**config.mk**
```make
export PLATFORM = sky130hd
export DESIGN_NAME = pefim_event_irq
export DESIGN_NICKNAME = d
export VERILOG_FILES = /design/src/hdl/pefim_event_irq.v
export VERILOG_INCLUDE_DIRS = /design/src /design/src/hdl
export SDC_FILE = /design/constraint.sdc
export NUM_CORES = 1
export LEC_CHECK = 0
export BUFFER_PORTS_ARGS = -buffer_cell sky130_fd_sc_hd__clkbuf_2
export CORE_AREA = 2 2 81 83
export DETAILED_ROUTE_END_ITERATION = 12
export DIE_AREA = 0 0 83 85
export GPL_TIMING_DRIVEN = 0
export PLACE_DENSITY = 0.89
export SLEW_MARGIN = 25
export SYNTH_ARGS = -nofsm -noshare
export SYNTH_HDL_FRONTEND = slang
export SYNTH_SLANG_ARGS = --single-unit
```
**constraint.sdc**
```tcl
create_clock -name clk_i -period 2 [get_ports clk_i]
set_input_delay 0.1 -clock clk_i [delete_from_list [all_inputs] [get_ports clk_i]]
set_output_delay 0.1 -clock clk_i [all_outputs]
set_load 0.02 [all_outputs]
```
**src/hdl/pefim_consts.vh**
```
// Purpose: Constants for the channel event flag and interrupt mask block
// Assumes: Registers sit in the low byte of one aligned 32-bit Wishbone word
// Notes:   Byte address of a register is four times its index
`ifndef PEFIM_CONSTS_VH
`define PEFIM_CONSTS_VH

// Register indices
`define PEFIM_IDX_SUMMARY 6'h00
`define PEFIM_IDX_MASK 6'h01
`define PEFIM_IDX_PWR 6'h02
`define PEFIM_IDX_PWR_CLR 6'h03
`define PEFIM_IDX_DISC 6'h04
`define PEFIM_IDX_DISC_CLR 6'h05
`define PEFIM_IDX_GEN_MASK 6'h10
`define PEFIM_IDX_RESET 6'h1A

// Summary and mask bit positions
`define PEFIM_BIT_SUPPLY 7
`define PEFIM_BIT_START 6
`define PEFIM_BIT_OVERCUR 5
`define PEFIM_BIT_CLASS 4
`define PEFIM_BIT_DETECT 3
`define PEFIM_BIT_DISCON 2
`define PEFIM_BIT_PGOOD 1
`define PEFIM_BIT_PENABLE 0

// General mask bit positions
`define PEFIM_GEN_IRQ_ALLOW 7
`define PEFIM_GEN_DET_CHG 1
`define PEFIM_GEN_CLS_CHG 0

// Reset register: writing one here clears every event flag
`define PEFIM_RST_FLAGS_BIT 7

// Strap counter value at which the strap is sampled, on the third edge after reset release
`define PEFIM_STRAP_WAIT 2'h2

// Reset values
`define PEFIM_MASK_RESET 8'h80
`define PEFIM_MASK_AUTO 8'hE4
`define PEFIM_GEN_RESET 8'h80
`define PEFIM_STICKY_RESET 8'h80

`endif

```
**src/hdl/pefim_event_irq.v**
```verilog
// Purpose: Per-channel power and discovery event flags, interrupt summary,
//          interrupt mask and active-low interrupt output behind Wishbone
// Assumes: Event inputs are one-cycle pulses from logic on clk_i; the
//          autonomous strap pins are asynchronous and are synchronised
// Notes:   Event flags clear on read at their clear-on-read index.
//          Register map, word index and byte address:
//            00h (00h) summary; bits 7, 6, 5, 2 are write-one-to-clear
//            01h (04h) interrupt mask, read and write
//            02h (08h) power change flags, plain read
//            03h (0Ch) power change flags, clear on read
//            04h (10h) discovery flags, plain read
//            05h (14h) discovery flags, clear on read
//            10h (40h) general mask: global allow, change-only selects
//            1Ah (68h) flag reset; a one in bit 7 clears every flag
//          Unmapped or misaligned reads return zero; writes are ignored.
//          Every access is acked one cycle after it is taken.
//          Summary bits 4, 3, 1, 0 are the OR of channel flags and only
//          clear through their flag registers, the flag reset or, for bits 4 and 3, a channel turn-off.
//          The strap is sampled three edges after reset, so mask writes
//          in that window are lost.
//
// Functional notes
// - Mask bit one lets category drive interrupt
// - Mask bit order fixed; supply bit resets one
// - Autonomous strap at power-up loads mask E4
// - Power flags: two indices, second clears on read
// - Clear-on-read releases interrupt held by register
// - Active-high per-channel flags feed summary bits
// - Power flags: pgood change high, enable low
// - Four-pair enable change flags update per channel
// - Single signature pgood flags set after both
// - Dual signature flags set per channel independently
// - Discovery flags: two indices, second clears on read
// - Channel turn-off clears its discovery flags
// - Class flags: any cycle or change only
// - Detect flags: any cycle or change only
// - Summary follows events regardless of mask
// - Interrupt needs summary, mask and global allow
// - Channel summary bits 4, 3, 1, 0 are OR of channel flags
`timescale 1ns/10ps
`include "pefim_consts.vh"
`default_nettype none

module pefim_event_irq #(
    parameter CHANNELS = 4
) (
    input wire clk_i,
    input wire rst_i,
    // Wishbone classic slave
    input wire wb_cyc_i,
    input wire wb_stb_i,
    input wire wb_we_i,
    input wire [7:0] wb_adr_i,
    input wire [3:0] wb_sel_i,
    input wire [31:0] wb_dat_i,
    output wire [31:0] wb_dat_o,
    output wire wb_ack_o,
    // Channel events from the port state machines
    input wire [CHANNELS-1:0] penable_change_i,
    input wire [CHANNELS-1:0] pgood_change_i,
    input wire [CHANNELS-1:0] class_done_i,
    input wire [CHANNELS-1:0] class_changed_i,
    input wire [CHANNELS-1:0] detect_done_i,
    input wire [CHANNELS-1:0] detect_changed_i,
    input wire [CHANNELS-1:0] channel_off_i,
    // Port wiring, one bit per channel pair
    input wire [CHANNELS/2-1:0] four_pair_i,
    input wire [CHANNELS/2-1:0] single_signature_i,
    // Category events kept outside this block
    input wire supply_fault_i,
    input wire start_fault_i,
    input wire overcurrent_i,
    input wire disconnect_i,
    // Autonomous strap pins
    input wire auto_mode_i,
    input wire auto_resistor_valid_i,
    output wire irq_n_o
);

    // Decodes a word index hit from the byte address alone, with no bus cycle terms
    // Misaligned byte addresses never hit, so they read back zero
    function hit;
        input [7:0] adr;
        input [5:0] idx;
        begin
            hit = (adr[7:2] == idx) && (adr[1:0] == 2'b00);
        end
    endfunction

    reg ack_reg;
    reg [7:0] rdata_reg;
    reg [7:0] mask_reg;
    reg [7:0] gen_reg;
    reg [7:0] sticky_reg;
    reg [7:0] sticky_next;
    reg [CHANNELS-1:0] pe_flag_reg;
    reg [CHANNELS-1:0] pg_flag_reg;
    reg [CHANNELS-1:0] cls_flag_reg;
    reg [CHANNELS-1:0] det_flag_reg;
    reg [CHANNELS-1:0] pg_pend_reg;
    reg irq_n_reg;
    reg [1:0] auto_mode_sync_reg;
    reg [1:0] auto_valid_sync_reg;
    reg strap_pending_reg;
    reg [1:0] strap_wait_reg;
    reg [7:0] rdata_next;
    wire access;
    wire rd_pwr_clr;
    wire rd_disc_clr;
    wire wr_lane;
    wire wr_reset_flags;
    wire [CHANNELS-1:0] pe_set;
    wire [CHANNELS-1:0] pg_set;
    wire [CHANNELS-1:0] pg_fire;
    wire [CHANNELS-1:0] cls_set;
    wire [CHANNELS-1:0] det_set;
    wire [7:0] summary;
    wire [7:0] power_flags;
    wire [7:0] discovery_flags;
    wire wr_summary;
    wire wr_mask;
    wire wr_gen;
    wire pwr_clear;
    wire disc_clear;
    wire irq_want;

    // Request is taken once, answered on the next edge
    // Ack blocks a second take while the master still holds the request
    assign access = wb_cyc_i & wb_stb_i & ~ack_reg;
    assign wr_lane = access & wb_we_i & wb_sel_i[0];
    assign rd_pwr_clr = access & ~wb_we_i & hit(wb_adr_i, `PEFIM_IDX_PWR_CLR);
    assign rd_disc_clr = access & ~wb_we_i & hit(wb_adr_i, `PEFIM_IDX_DISC_CLR);
    assign wr_reset_flags = wr_lane & hit(wb_adr_i, `PEFIM_IDX_RESET)
        & wb_dat_i[`PEFIM_RST_FLAGS_BIT];

    // Write strobes per register, only the low byte lane carries data
    assign wr_summary = wr_lane & hit(wb_adr_i, `PEFIM_IDX_SUMMARY);
    assign wr_mask = wr_lane & hit(wb_adr_i, `PEFIM_IDX_MASK);
    assign wr_gen = wr_lane & hit(wb_adr_i, `PEFIM_IDX_GEN_MASK);

    // Clear terms shared by every channel of a flag register
    assign pwr_clear = rd_pwr_clr | wr_reset_flags;
    assign disc_clear = rd_disc_clr | wr_reset_flags;

    // Flag images, power-good high nibble and enable low nibble
    assign power_flags = {pg_flag_reg, pe_flag_reg};
    assign discovery_flags = {cls_flag_reg, det_flag_reg};

    // Summary ORs the channel flags, never gated by the mask
    assign summary[`PEFIM_BIT_PENABLE] = |pe_flag_reg;
    assign summary[`PEFIM_BIT_PGOOD] = |pg_flag_reg;
    assign summary[`PEFIM_BIT_DETECT] = |det_flag_reg;
    assign summary[`PEFIM_BIT_CLASS] = |cls_flag_reg;
    // Fault categories come from their own sticky bits
    assign summary[`PEFIM_BIT_SUPPLY] = sticky_reg[`PEFIM_BIT_SUPPLY];
    assign summary[`PEFIM_BIT_START] = sticky_reg[`PEFIM_BIT_START];
    assign summary[`PEFIM_BIT_OVERCUR] = sticky_reg[`PEFIM_BIT_OVERCUR];
    assign summary[`PEFIM_BIT_DISCON] = sticky_reg[`PEFIM_BIT_DISCON];

    // Pin wants to assert when an allowed, unmasked summary bit is set
    assign irq_want = gen_reg[`PEFIM_GEN_IRQ_ALLOW] & (|(summary & mask_reg));

    // Per-channel set terms; partner is the other channel of the pair
    // Pairs are fixed as channels 1+2 and 3+4, so the partner index is g ^ 1
    // and CHANNELS must stay even
    genvar g;
    generate
        for (g = 0; g < CHANNELS; g = g + 1) begin : g_chan
            wire joined;
            wire single;
            assign joined = four_pair_i[g/2];
            assign single = joined & single_signature_i[g/2];
            // Enable change always lands per channel
            assign pe_set[g] = penable_change_i[g];
            // Both halves must have changed before a joint report
            assign pg_fire[g] = (pg_pend_reg[g] | pgood_change_i[g])
                & (pg_pend_reg[g ^ 1] | pgood_change_i[g ^ 1]);
            assign pg_set[g] = single ? pg_fire[g] : pgood_change_i[g];
            assign cls_set[g] = gen_reg[`PEFIM_GEN_CLS_CHG] ?
                class_changed_i[g] : class_done_i[g];
            assign det_set[g] = gen_reg[`PEFIM_GEN_DET_CHG] ?
                detect_changed_i[g] : detect_done_i[g];

            // Pending power-good half of a single-signature pair
            // A turn-off forgets a lone half so it cannot pair with a later change
            always @(posedge clk_i) begin
                if (rst_i) begin
                    pg_pend_reg[g] <= 1'b0;
                end else if (!single || pg_fire[g] || channel_off_i[g]) begin
                    pg_pend_reg[g] <= 1'b0;
                end else if (pgood_change_i[g]) begin
                    pg_pend_reg[g] <= 1'b1;
                end
            end

            // Power flags: a set in the clearing cycle is kept
            always @(posedge clk_i) begin
                if (rst_i) begin
                    pe_flag_reg[g] <= 1'b0;
                    pg_flag_reg[g] <= 1'b0;
                end else begin
                    pe_flag_reg[g] <= (pe_flag_reg[g] & ~pwr_clear)
                        | pe_set[g];
                    pg_flag_reg[g] <= (pg_flag_reg[g] & ~pwr_clear)
                        | pg_set[g];
                end
            end

            // Discovery flags also drop when the channel turns off
            always @(posedge clk_i) begin
                if (rst_i) begin
                    cls_flag_reg[g] <= 1'b0;
                    det_flag_reg[g] <= 1'b0;
                end else begin
                    cls_flag_reg[g] <= (cls_flag_reg[g]
                        & ~(disc_clear | channel_off_i[g]))
                        | cls_set[g];
                    det_flag_reg[g] <= (det_flag_reg[g]
                        & ~(disc_clear | channel_off_i[g]))
                        | det_set[g];
                end
            end
        end
    endgenerate

    // Category events outside the channel flags; write one to clear
    always @* begin
        sticky_next = sticky_reg;
        if (wr_summary) begin
            sticky_next = sticky_next & ~wb_dat_i[7:0];
        end
        if (wr_reset_flags) begin
            sticky_next = 8'h00;
        end
        // Set wins over any clear in the same cycle
        sticky_next[`PEFIM_BIT_SUPPLY] = sticky_next[`PEFIM_BIT_SUPPLY] | supply_fault_i;
        sticky_next[`PEFIM_BIT_START] = sticky_next[`PEFIM_BIT_START] | start_fault_i;
        sticky_next[`PEFIM_BIT_OVERCUR] = sticky_next[`PEFIM_BIT_OVERCUR] | overcurrent_i;
        sticky_next[`PEFIM_BIT_DISCON] = sticky_next[`PEFIM_BIT_DISCON] | disconnect_i;
        // Channel categories live in the flag registers, not here
        sticky_next[`PEFIM_BIT_CLASS] = 1'b0;
        sticky_next[`PEFIM_BIT_DETECT] = 1'b0;
        sticky_next[`PEFIM_BIT_PGOOD] = 1'b0;
        sticky_next[`PEFIM_BIT_PENABLE] = 1'b0;
    end

    always @(posedge clk_i) begin
        if (rst_i) begin
            sticky_reg <= `PEFIM_STICKY_RESET;
        end else begin
            sticky_reg <= sticky_next;
        end
    end

    // Strap pins come from outside, so two flops before use
    // Sync flops clear in reset, so the strap reads as off until filled
    always @(posedge clk_i) begin
        if (rst_i) begin
            auto_mode_sync_reg <= 2'b00;
            auto_valid_sync_reg <= 2'b00;
        end else begin
            auto_mode_sync_reg <= {auto_mode_sync_reg[0], auto_mode_i};
            auto_valid_sync_reg <= {auto_valid_sync_reg[0], auto_resistor_valid_i};
        end
    end

    // Mask: the strap is caught a few edges after reset release,
    // once the synchroniser has filled; it acts once per reset and a
    // strap that moves later is ignored
    always @(posedge clk_i) begin
        if (rst_i) begin
            mask_reg <= `PEFIM_MASK_RESET;
            strap_pending_reg <= 1'b1;
            strap_wait_reg <= 2'b00;
        end else if (strap_pending_reg) begin
            strap_wait_reg <= strap_wait_reg + 2'b01;
            if (strap_wait_reg == `PEFIM_STRAP_WAIT) begin
                strap_pending_reg <= 1'b0;
                if (auto_mode_sync_reg[1] && auto_valid_sync_reg[1]) begin
                    mask_reg <= `PEFIM_MASK_AUTO;
                end
            end
        end else if (wr_mask) begin
            mask_reg <= wb_dat_i[7:0];
        end
    end

    // General mask: global allow and change-only selects
    // A select change acts on the next event pulse; set flags stay
    always @(posedge clk_i) begin
        if (rst_i) begin
            gen_reg <= `PEFIM_GEN_RESET;
        end else if (wr_gen) begin
            gen_reg <= wb_dat_i[7:0];
        end
    end

    // Read mux; both flag indices return the same image
    // Reading never clears here; clear-on-read acts in the flag processes
    always @* begin
        rdata_next = 8'h00;
        if (hit(wb_adr_i, `PEFIM_IDX_SUMMARY)) begin
            rdata_next = summary;
        end else if (hit(wb_adr_i, `PEFIM_IDX_MASK)) begin
            rdata_next = mask_reg;
        end else if (hit(wb_adr_i, `PEFIM_IDX_PWR) || hit(wb_adr_i, `PEFIM_IDX_PWR_CLR)) begin
            rdata_next = power_flags;
        end else if (hit(wb_adr_i, `PEFIM_IDX_DISC) || hit(wb_adr_i, `PEFIM_IDX_DISC_CLR)) begin
            rdata_next = discovery_flags;
        end else if (hit(wb_adr_i, `PEFIM_IDX_GEN_MASK)) begin
            rdata_next = gen_reg;
        end
    end

    // Ack one cycle after the request; unmapped reads give zero
    // Read data is caught at the taking edge so it stands with ack
    always @(posedge clk_i) begin
        if (rst_i) begin
            ack_reg <= 1'b0;
            rdata_reg <= 8'h00;
        end else begin
            ack_reg <= access;
            if (access && !wb_we_i) begin
                rdata_reg <= rdata_next;
            end
        end
    end

    // Interrupt pin, registered so it deasserts a cycle after the clear;
    // the extra cycle of latency buys a pin free of decode glitches
    always @(posedge clk_i) begin
        if (rst_i) begin
            irq_n_reg <= 1'b1;
        end else begin
            irq_n_reg <= ~irq_want;
        end
    end

    // Upper lanes tied to zero; only the low byte is mapped
    assign wb_ack_o = ack_reg;
    assign wb_dat_o = {24'h000000, rdata_reg};
    assign irq_n_o = irq_n_reg;

endmodule // pefim_event_irq

`default_nettype wire

```
; ---- Yosys cells after proc, flatten, opt, wreduce, memory -nomap -nowiden
; Cells that the tools add are included.
[totals]
ff_bits = 61
word_cells = 175
[op_classes]
add_sub_neg = 1
eq_ne = 10
muxes = 25
n_bitwise = 74
reduce_logical = 34
[op_table]
columns = cell, count
row1 = $mux W8, 11
row2 = $and A1 B1 Y1, 33
row3 = $or A1 B1 Y1, 30
row4 = $and A8 B8 Y8, 2
row5 = $reduce_or A4 Y1, 4
row6 = $mux W1, 14
row7 = $eq A6 B2 Y1 const B, 2
row8 = $eq A6 B3 Y1 const B, 2
row9 = $eq A6 B5 Y1 const B, 2
row10 = $logic_and A1 B1 Y1, 10
row11 = $logic_or A1 B1 Y1, 8
row12 = $not A1 Y1, 8
row13 = $not A8 Y8, 1
row14 = $reduce_or A2 Y1, 4
row15 = $reduce_or A8 Y1, 1
row16 = $eq A6 B1 Y1 const B, 1
row17 = $logic_not A6 Y1, 1
row18 = $ne A2 B1 Y1 const B, 2
row19 = $logic_not A1 Y1, 3
row20 = $reduce_and A3 Y1, 1
row21 = $add A2 B1 Y2 const B, 1
row22 = $eq A2 B2 Y1 const B, 1
row23 = $logic_not A2 Y1, 1
row24 = $reduce_bool A2 Y1, 1

; ---- Longest topological paths before layout
; Gate-level depths: netlist of run 1.
[depth]
word_depth = 11
ltp_mapped = 6
depth_no_buf = 5

; ---- Worst setup path before layout of run 1
; Ideal clock, no wire load.
[synth_timing]
path_kind = register to register
start = register ack_reg (netlist: wb_ack_o)
end = register cls_flag_reg[1]
arrival_time_ps = 1471
required_ps = 1868
path_slack_ps = 396
path_stages_with_launch = 6
synth_period_minus_slack_ps = 1604
path_cell_list = dfxtp_1 > and4bb_2 > clkbuf_1 > nand4_1 > nand4b_1 > a21oi_1
[synth_between]
elab_chain_cells = 11
elab_cells_between_ends = 13
[synth_rtl]
columns = element, line_no
row1 = from (decl), pefim_event_irq.v:90  ; reg ack_reg;
row2 = from (signal assigned), pefim_event_irq.v:322  ; ack_reg <= access;
row3 = $not A1 Y1 *, pefim_event_irq.v:129  ; assign access = wb_cyc_i & wb_stb_i & ~ack_reg;
row4 = $and A1 B1 Y1 *, pefim_event_irq.v:129
row5 = $and A1 B1 Y1 (2 in a row), pefim_event_irq.v:130  ; assign wr_lane = access & wb_we_i & wb_sel_i[0];
row6 = $and A1 B1 Y1 (2 in a row), pefim_event_irq.v:133  ; assign wr_reset_flags = wr_lane & hit(wb_adr_i, `PEFIM_IDX_RESET)
row7 = $or A1 B1 Y1 *, pefim_event_irq.v:143  ; assign disc_clear = rd_disc_clr | wr_reset_flags;
row8 = $or A1 B1 Y1 *, pefim_event_irq.v:216  ; & ~(disc_clear | channel_off_i[g]))
row9 = $not A1 Y1 *, pefim_event_irq.v:216
row10 = $and A1 B1 Y1 *, pefim_event_irq.v:216
row11 = $or A1 B1 Y1 *, pefim_event_irq.v:217  ; | cls_set[g];
row12 = "to (signal, indexed assignment)", pefim_event_irq.v:215  ; cls_flag_reg[g] <= (cls_flag_reg[g]
row13 = to (decl), pefim_event_irq.v:98  ; reg [CHANNELS-1:0] cls_flag_reg;
; Every way passes the cells marked *; elsewhere a longest branch is shown, timed or not.
; A chain may end at the register's enable or synchronous reset.

; ---- Worst setup path after layout of run 1
[layout_timing]
start = register ack_reg (netlist: wb_ack_o)
end = register rdata_reg[5]
[layout_between]
elab_chain_cells = 3
[layout_rtl]
columns = element, line_no
row1 = $not A1 Y1, pefim_event_irq.v:129
row2 = $and A1 B1 Y1, pefim_event_irq.v:129
row3 = $logic_and A1 B1 Y1, pefim_event_irq.v:323  ; if (access && !wb_we_i) begin
row4 = to (signal assigned), pefim_event_irq.v:324  ; rdata_reg <= rdata_next;
row5 = to (decl), pefim_event_irq.v:91  ; reg [7:0] rdata_reg;
; No other way between the ends.

==> results of run 1 <==
## repair_timing
action / CTS / global route
endpoints found under the setup margin: 0 / 10
resized for setup: 0 / 1
buffers inserted: 0 / 1
endpoints found under the hold margin: 11 / 0
hold buffers: 11 / 0
## layer usage
metal,up-vias,global-route usage [%],share of wire (%)
met5,-,0,0
li1,1342,-,-
met1,1319,29.0,41
met3,24,5.84,8.4
met4,0,7.45,2.3
met2,173,40.9,48
## synthesized netlist by cell type, types with 2 or more instances
cell type  instances
o21a_1             2
inv_1              8
nand3b_1           5
buf_6              3
a31oi_1            8
nand2b_1           5
nand4b_1           8
and4bb_1           2
nand2_1           16
nor2_1            27
a211oi_1           5
a22oi_1            4
nor2b_1            4
nor3_1             9
clkbuf_1          12
nor4_1             2
a21oi_1           15
o2bb2ai_1          4
dfxtp_1           57
nand3_1            4
a22o_1             5
o22ai_1            2
buf_4             24
nand4_1            5
a311oi_1           4
mux2i_1           24
a221oi_1           2
buf_1              2
or4_1              4
and2_1             2
and3b_1            3
o221ai_1           7
and4_1             2
buf_2              2
o21ai_0            8
## layout make-up
cell class	count	share of cell area (%)
buffer	43	7.48
clock buffer	11	4.09
clock inverter	3	0.474
inverter	8	0.812
multi-input combinational	228	41.4
sequential	57	30.9
tap	77	2.61
timing repair buffer	79	12.3
## power by group through the flow
stage	Sequential, mW	Clock [mW]	Combinational [mW]
after global routing	1.26	0.996	0.474
after floorplan	1.27	0	0.257
after detailed placement	1.28	0	0.402
after CTS	1.25	0.949	0.425
final	1.26	0.947	0.429
after global placement	1.27	0	0.389
## through the flow
stage	area [um^2]	hold WS (ns)	instances	setup slack [ns]	utilization, %
2_1_floorplan	2970	0.179	336	0.396	-
3_3_place_gp	3410	0.304	480	0.0999	54.9
3_5_place_dp	3410	0.314	480	0.108	54.9
4_1_cts	3680	0.00759	505	0.0906	59.4
5_1_grt	3700	0.0128	506	0.0363	59.6
6_report	3700	0.0129	506	0.171	59.6
## worst min path at each step
stage	from	end	slack [ns]	cells past startpoint
floorplan	channel_off_i[0]	pg_pend_reg[0]	0.18	1
global placement	supply_fault_i	sticky_reg[7]	0.30	2
detailed placement	channel_off_i[0]	pg_pend_reg[0]	0.31	2
CTS	wb_dat_i[5]	sticky_reg[5]	0.008	2
global route	wb_dat_i[5]	sticky_reg[5]	0.01	2
finish	wb_dat_i[5]	sticky_reg[5]	0.01	2
## kinds of logic (layout without fill, tap and decap cells)
kind of cell               count (synthesis)  count (layout)
and+or+nand+nor                          107             107
AOI/OAI and AO/OA                         71              71
DFF                                       57              57
buffers and inverters                     51             144
muxes                                     24              24
adders and majority gates                  1               1
other                                      1              24
xor gates and xnor gates                   1               1
==> impl_metrics.env, run 1 <==
export IMPL_outcome="finished clean"
export IMPL_synth_area_leaders="dfxtp_1 (40%), mux2i_1 (8.3%), buf_4 (6.2%)"
export IMPL_n_antenna_cell=0
export IMPL_worstRegToRegCells=5
export IMPL_multi_input_area_mm2=0.00153
export IMPL_startpoint="wb_ack_o"
export IMPL_setup_worst_path_start_class="flip-flop"
export IMPL_synth_edf_count=0
export IMPL_dr_pass1_iters=5
export IMPL_grt_max_degree=11
export IMPL_drt_iter0_markers=240
export IMPL_fmax_mhz=547
export IMPL_rsz0062_at_grt="false"
export IMPL_synth_fa_ha_area_share_pct=0.433
export IMPL_ys_seq_area_share_pct=39.5
export IMPL_wl_per_cell_um=15.8
export IMPL_cp_cell_sequence="and4bb_2 > clkbuf_1 > nand3_2 > o221ai_1 > a31oi_1"
export IMPL_synth_async_reset_ratio_pct=0
export IMPL_hold_violations=0
export IMPL_endpoint="rdata_reg[5]"
export IMPL_fin_skew_ns=0.00902
export IMPL_cts_root_buf="clkbuf_8"
export IMPL_arrival_ns=2.05
export IMPL_path_depth=5
export IMPL_synth_xor_area_share_pct=0.303
export IMPL_cp_data_required_time_ns=2.22
export IMPL_regToRegSetupSlack_ns=0.17
export IMPL_switchingPower_uw=733
export IMPL_cp_top_family="simple AND/OR/NAND/NOR gates"
export IMPL_fin_crit_sh_pct=91.5
export IMPL_final_setup_viol_count=0
export IMPL_syn_area_per_cell_um2=9.23
export IMPL_cts_max_level=3
export IMPL_numCtsBuffers=9
export IMPL_yosysWarningCount=0
export IMPL_tritoncts="built"
export IMPL_synth_flop_cell="dfxtp_1"
export IMPL_place_hpwl_mm=5.89
export IMPL_die_h_um=85
export IMPL_period_needed_ns=1.83
export IMPL_p_leak_nw=1.59
export IMPL_total_power_mw=2.63
export IMPL_drv_cap=0
export IMPL_grt_pass1_wl_mm=13.4
export IMPL_core_area_mm2=0.00620
export IMPL_wl_mm=8.01
export IMPL_max_stage_delay_ns=0.41
export IMPL_initial_core_util_pct=46.5
export IMPL_routabilityCongestion=0.899
export IMPL_rows=29
export IMPL_path_clk_slew_ns=0.06
export IMPL_slowest_stage="clkbuf_1"
export IMPL_synth_cell_types=52
export IMPL_clkLatencyLatePin_ns=0.34
export IMPL_holdCritPathClass="input pin to flip-flop"
export IMPL_worst_pin_slew_ns=0.729
export IMPL_crit_buf_inv=1
export IMPL_grt_pass1_vias=2790
export IMPL_synth_simple_area_share_pct=23.3
export IMPL_detail_route_antenna_nets=0
export IMPL_vias_per_cell=5.65
export IMPL_cts_buffer_depth=2
export IMPL_synth_top_cell_area_share_pct=39.5
export IMPL_layout_drive_gt1_share_pct=27.7
export IMPL_synthMuxAreaShare_pct=8.32
export IMPL_globalRouteOverflowTotal=0
export IMPL_fin_tns_setup_ns=0
export IMPL_gr_usage_all_layers_pct=23.6
export IMPL_power_frac_comb_pct=16.3
export IMPL_clkPwrFrac_pct=36.0
export IMPL_area_growth_pct=28.0
export IMPL_syn_cell_area_mm2=0.00289
export IMPL_seqCellArea_mm2=0.00114
export IMPL_io_pins=121
export IMPL_seq_power_share_pct=47.7
export IMPL_worstPathMaxFanout=10
export IMPL_synth_top_family_by_area="simple AND/OR/NAND/NOR gates"
export IMPL_slew_violations=0
export IMPL_io_buffer_count=67
export IMPL_num_vias=2858
export IMPL_nFillCells=537
export IMPL_drc_errors=0
export IMPL_swShare_pct=27.9
export IMPL_final_cell_mix="clkbuf_2 (67), dfxtp_1 (57), nor2_1 (27)"
export IMPL_end_kind="flip-flop"
export IMPL_antenna_found_initial=0
export IMPL_final_nets=514
export IMPL_regToRegEndpoint="rdata_reg[5]"
export IMPL_slew_headroom_pct=51.2
export IMPL_synth_compound_area_share_pct=17.4
export IMPL_peakVddDrop_uv=470
export IMPL_layout_commonest_cell="clkbuf_2"
export IMPL_intPower_mw=1.90
export IMPL_die_x_um=83
export IMPL_syn_inst=313
export IMPL_critPathKind="flip-flop to flip-flop"
export IMPL_powerDensity_mw_per_mm2=712
export IMPL_r2r_start="wb_ack_o"
export IMPL_dieArea_mm2=0.00706
export IMPL_numClockSinks=57
export IMPL_post_synth_top_area_cell="dfxtp_1"
export IMPL_ys_ff_latch=57
(Power assumes the default switching activity.)
==> run 2: changes to the inputs <==
--- a/config.mk
+++ b/config.mk
@@ -7,8 +7,9 @@
 export NUM_CORES = 1
 export LEC_CHECK = 0
+export ABC_AREA = 1
 export BUFFER_PORTS_ARGS = -buffer_cell sky130_fd_sc_hd__clkbuf_2
-export CORE_AREA = 2 2 81 83
+export CORE_AREA = 2 2 82 84
 export DETAILED_ROUTE_END_ITERATION = 12
-export DIE_AREA = 0 0 83 85
+export DIE_AREA = 0 0 84 86
 export GPL_TIMING_DRIVEN = 0
 export PLACE_DENSITY = 0.89
==> constraint.sdc (replaced) <==
create_clock -name clk_i -period 2 [get_ports clk_i]
set_input_delay 0.2 -clock clk_i [delete_from_list [all_inputs] [get_ports clk_i]]
set_output_delay 0.2 -clock clk_i [all_outputs]
set_load 0.02 [all_outputs]
==> run 2 against run 1 <==
Against the previous run: die area up 2.4%; largest power group unchanged; critical path type unchanged; sequential power about the same; register-to-register slack better by 0.19 ns.
==> impl_metrics.env, run 2 <==
export IMPL_outcome="finished clean"
export IMPL_globalRouteOverflowTotal=0
export IMPL_layout_drive_gt1_share_pct=25.3
export IMPL_detail_route_antenna_nets=0
export IMPL_fin_skew_ns=0.0103
export IMPL_period_needed_ns=1.64
export IMPL_rsz0062_at_grt="false"
export IMPL_antenna_found_initial=0
export IMPL_ys_ff_latch=57
export IMPL_postCtsHoldBufs=0
export IMPL_worst_pin_slew_ns=0.638
export IMPL_cts_buffer_depth=2
export IMPL_synthTopCellsByCount="nand2_1 (70), dfxtp_1 (57), nand3_1 (55)"
export IMPL_synth_flop_cell="dfxtp_1"
export IMPL_clkPwrFrac_pct=39.9
export IMPL_p_leak_nw=1.85
export IMPL_seq_power_share_pct=46.7
export IMPL_holdCritPathClass="input pin to flip-flop"
export IMPL_slew_violations=0
export IMPL_n_antenna_cell=0
export IMPL_drt_iter0_markers=242
export IMPL_num_vias=3107
export IMPL_fmax_mhz=611
export IMPL_io_pins=121
export IMPL_cts_root_buf="clkbuf_8"
export IMPL_synth_async_reset_ratio_pct=0
export IMPL_power_frac_comb_pct=13.4
export IMPL_post_dp_cell_area_mm2=0.00351
export IMPL_tritoncts="built"
export IMPL_die_x_um=84
export IMPL_slowest_stage="dfxtp_1"
export IMPL_core_area_mm2=0.00628
export IMPL_syn_cell_area_mm2=0.00299
export IMPL_synth_cell_types=31
export IMPL_max_stage_delay_ns=0.32
export IMPL_fin_tns_setup_ns=0
export IMPL_post_cts_resized=0
export IMPL_arrival_ns=1.83
export IMPL_hold_violations=0
export IMPL_intPower_mw=1.94
export IMPL_cp_top_family="simple AND/OR/NAND/NOR gates"
export IMPL_fin_crit_sh_pct=81.9
export IMPL_place_hpwl_mm=6.34
export IMPL_path_clk_slew_ns=0.06
export IMPL_initial_core_util_pct=47.6
export IMPL_grt_pass1_vias=2833
export IMPL_slew_headroom_pct=57.5
export IMPL_worstPathMaxFanout=10
export IMPL_numCtsBuffers=9
export IMPL_drc_errors=0
export IMPL_critPathKind="flip-flop to flip-flop"
export IMPL_final_cell_mix="nand2_1 (70), clkbuf_2 (69), dfxtp_1 (57)"
export IMPL_swShare_pct=26.3
export IMPL_final_setup_viol_count=0
export IMPL_layout_commonest_cell="nand2_1"
export IMPL_worstRegToRegCells=6
export IMPL_syn_inst=418
export IMPL_crit_buf_inv=1
export IMPL_post_synth_top_area_cell="dfxtp_1"
export IMPL_dr_pass1_iters=5
export IMPL_peakVddDrop_uv=396
export IMPL_switchingPower_uw=694
export IMPL_numClockSinks=57
export IMPL_yosysMostFrequentCell="nand2_1"
export IMPL_final_nets=609
export IMPL_ys_seq_area_share_pct=38.2
export IMPL_syn_area_per_cell_um2=7.14
export IMPL_wl_mm=8.15
export IMPL_wl_per_cell_um=13.5
export IMPL_area_growth_pct=24.0
export IMPL_dieArea_mm2=0.00722
export IMPL_dp_cells=587
export IMPL_io_buffer_count=69
export IMPL_gr_usage_all_layers_pct=23.1
export IMPL_die_h_um=86
export IMPL_yosysWarningCount=0
export IMPL_rows=29
export IMPL_vias_per_cell=5.15
export IMPL_powerDensity_mw_per_mm2=711
export IMPL_fin_area_mm2=0.00370
export IMPL_synth_top_cell_area_share_pct=38.2
export IMPL_cp_cell_sequence="nand3b_1 > nor2_2 > nand3_2 > buf_4 > nand4_1 > a21oi_1"
export IMPL_cts_setup_buffers=0
export IMPL_setup_worst_path_start_class="flip-flop"
export IMPL_cp_data_required_time_ns=2.19
export IMPL_hold_path_depth=2
export IMPL_fin_cells=603
export IMPL_grt_pass1_wl_mm=13.1
export IMPL_drv_cap=0
export IMPL_end_kind="flip-flop"
export IMPL_cts_max_level=3
export IMPL_path_depth=6
export IMPL_nFillCells=592
export IMPL_routabilityCongestion=0.913
export IMPL_total_power_mw=2.63
export IMPL_grt_max_degree=11
export IMPL_clkLatencyLatePin_ns=0.34
export IMPL_synth_edf_count=0
export IMPL_synth_area_leaders="dfxtp_1 (38%), nand3_1 (9.2%), nand2_1 (8.8%)"
[run 2: final timing paths]
path              slack (ns)                    from                      to
setup / recovery        0.36                wb_ack_o         det_flag_reg[1]
hold / removal          0.04        channel_off_i[0]          pg_pend_reg[0]
setup reg to reg        0.36                wb_ack_o         det_flag_reg[1]
hold reg to reg         0.40  auto_valid_sync_reg[0]  auto_valid_sync_reg[1]
[run 2: power groups by stage]
stage	Combinational (mW)	Sequential, mW	Clock (mW)
after global routing	0.396	1.23	1.12
after CTS	0.352	1.23	1.06
after detailed placement	0.350	1.25	0
after floorplan	0.234	1.24	0
final	0.353	1.23	1.05
after global placement	0.340	1.25	0
[run 2: final cells by class]
type	instances	area, um^2	share of cell area [%]
multi-input combinational	305	1540	41.5
sequential	57	1140	30.8
timing repair buffer	69	345	9.33
buffer	34	226	6.12
inverter	45	169	4.56
clock buffer	13	149	4.02
tap	77	96.3	2.60
clock inverter	3	40.0	1.08
[run 2: cells by family (layout without fill, tap and decap cells)]
| family | Yosys count | count (layout) | share of synthesized area, % |
|---|---|---|---|
| compound gates | 63 | 63 | 11.7 |
| simple gates | 209 | 209 | 33.6 |
| flops | 57 | 57 | 38.2 |
| fa+ha+maj | 1 | 1 | 0.419 |
| buf+inv | 79 | 164 | 13.2 |
| other cells | 1 | 24 | 0.126 |
| mux | 8 | 8 | 2.68 |
[run 2: worst register-to-register path, stage by stage, from the launching register on]
cell and delay [ns]:
dfxtp_1 0.32, nand3b_1 0.21, nor2_2 0.21, nand3_2 0.30, buf_4 0.29, nand4_1 0.10, a21oi_1 0.07
[run 2: through the flow]
| stage | hold WS (ns) | utilization (%) | setup WS (ns) |
|---|---|---|---|
| global placement | 0.389 | 56.0 | 0.445 |
| CTS | 0.0338 | 59.0 | 0.369 |
| finish | 0.0404 | 59.0 | 0.363 |
| detailed placement | 0.391 | 56.0 | 0.387 |
| global route | 0.0291 | 59.0 | 0.215 |
| floorplan | 0.279 | - | 0.643 |
[run 2: per-layer routing]
layer	up-vias	part of all wire, %	wire length, um	GRT usage [%]
li1	1538	-	-	-
met1	1410	42	3440	28.3
met2	144	49	3960	38.9
met3	15	7.5	611	5.29
met4	0	1.7	142	10.7
met5	-	0	0	0
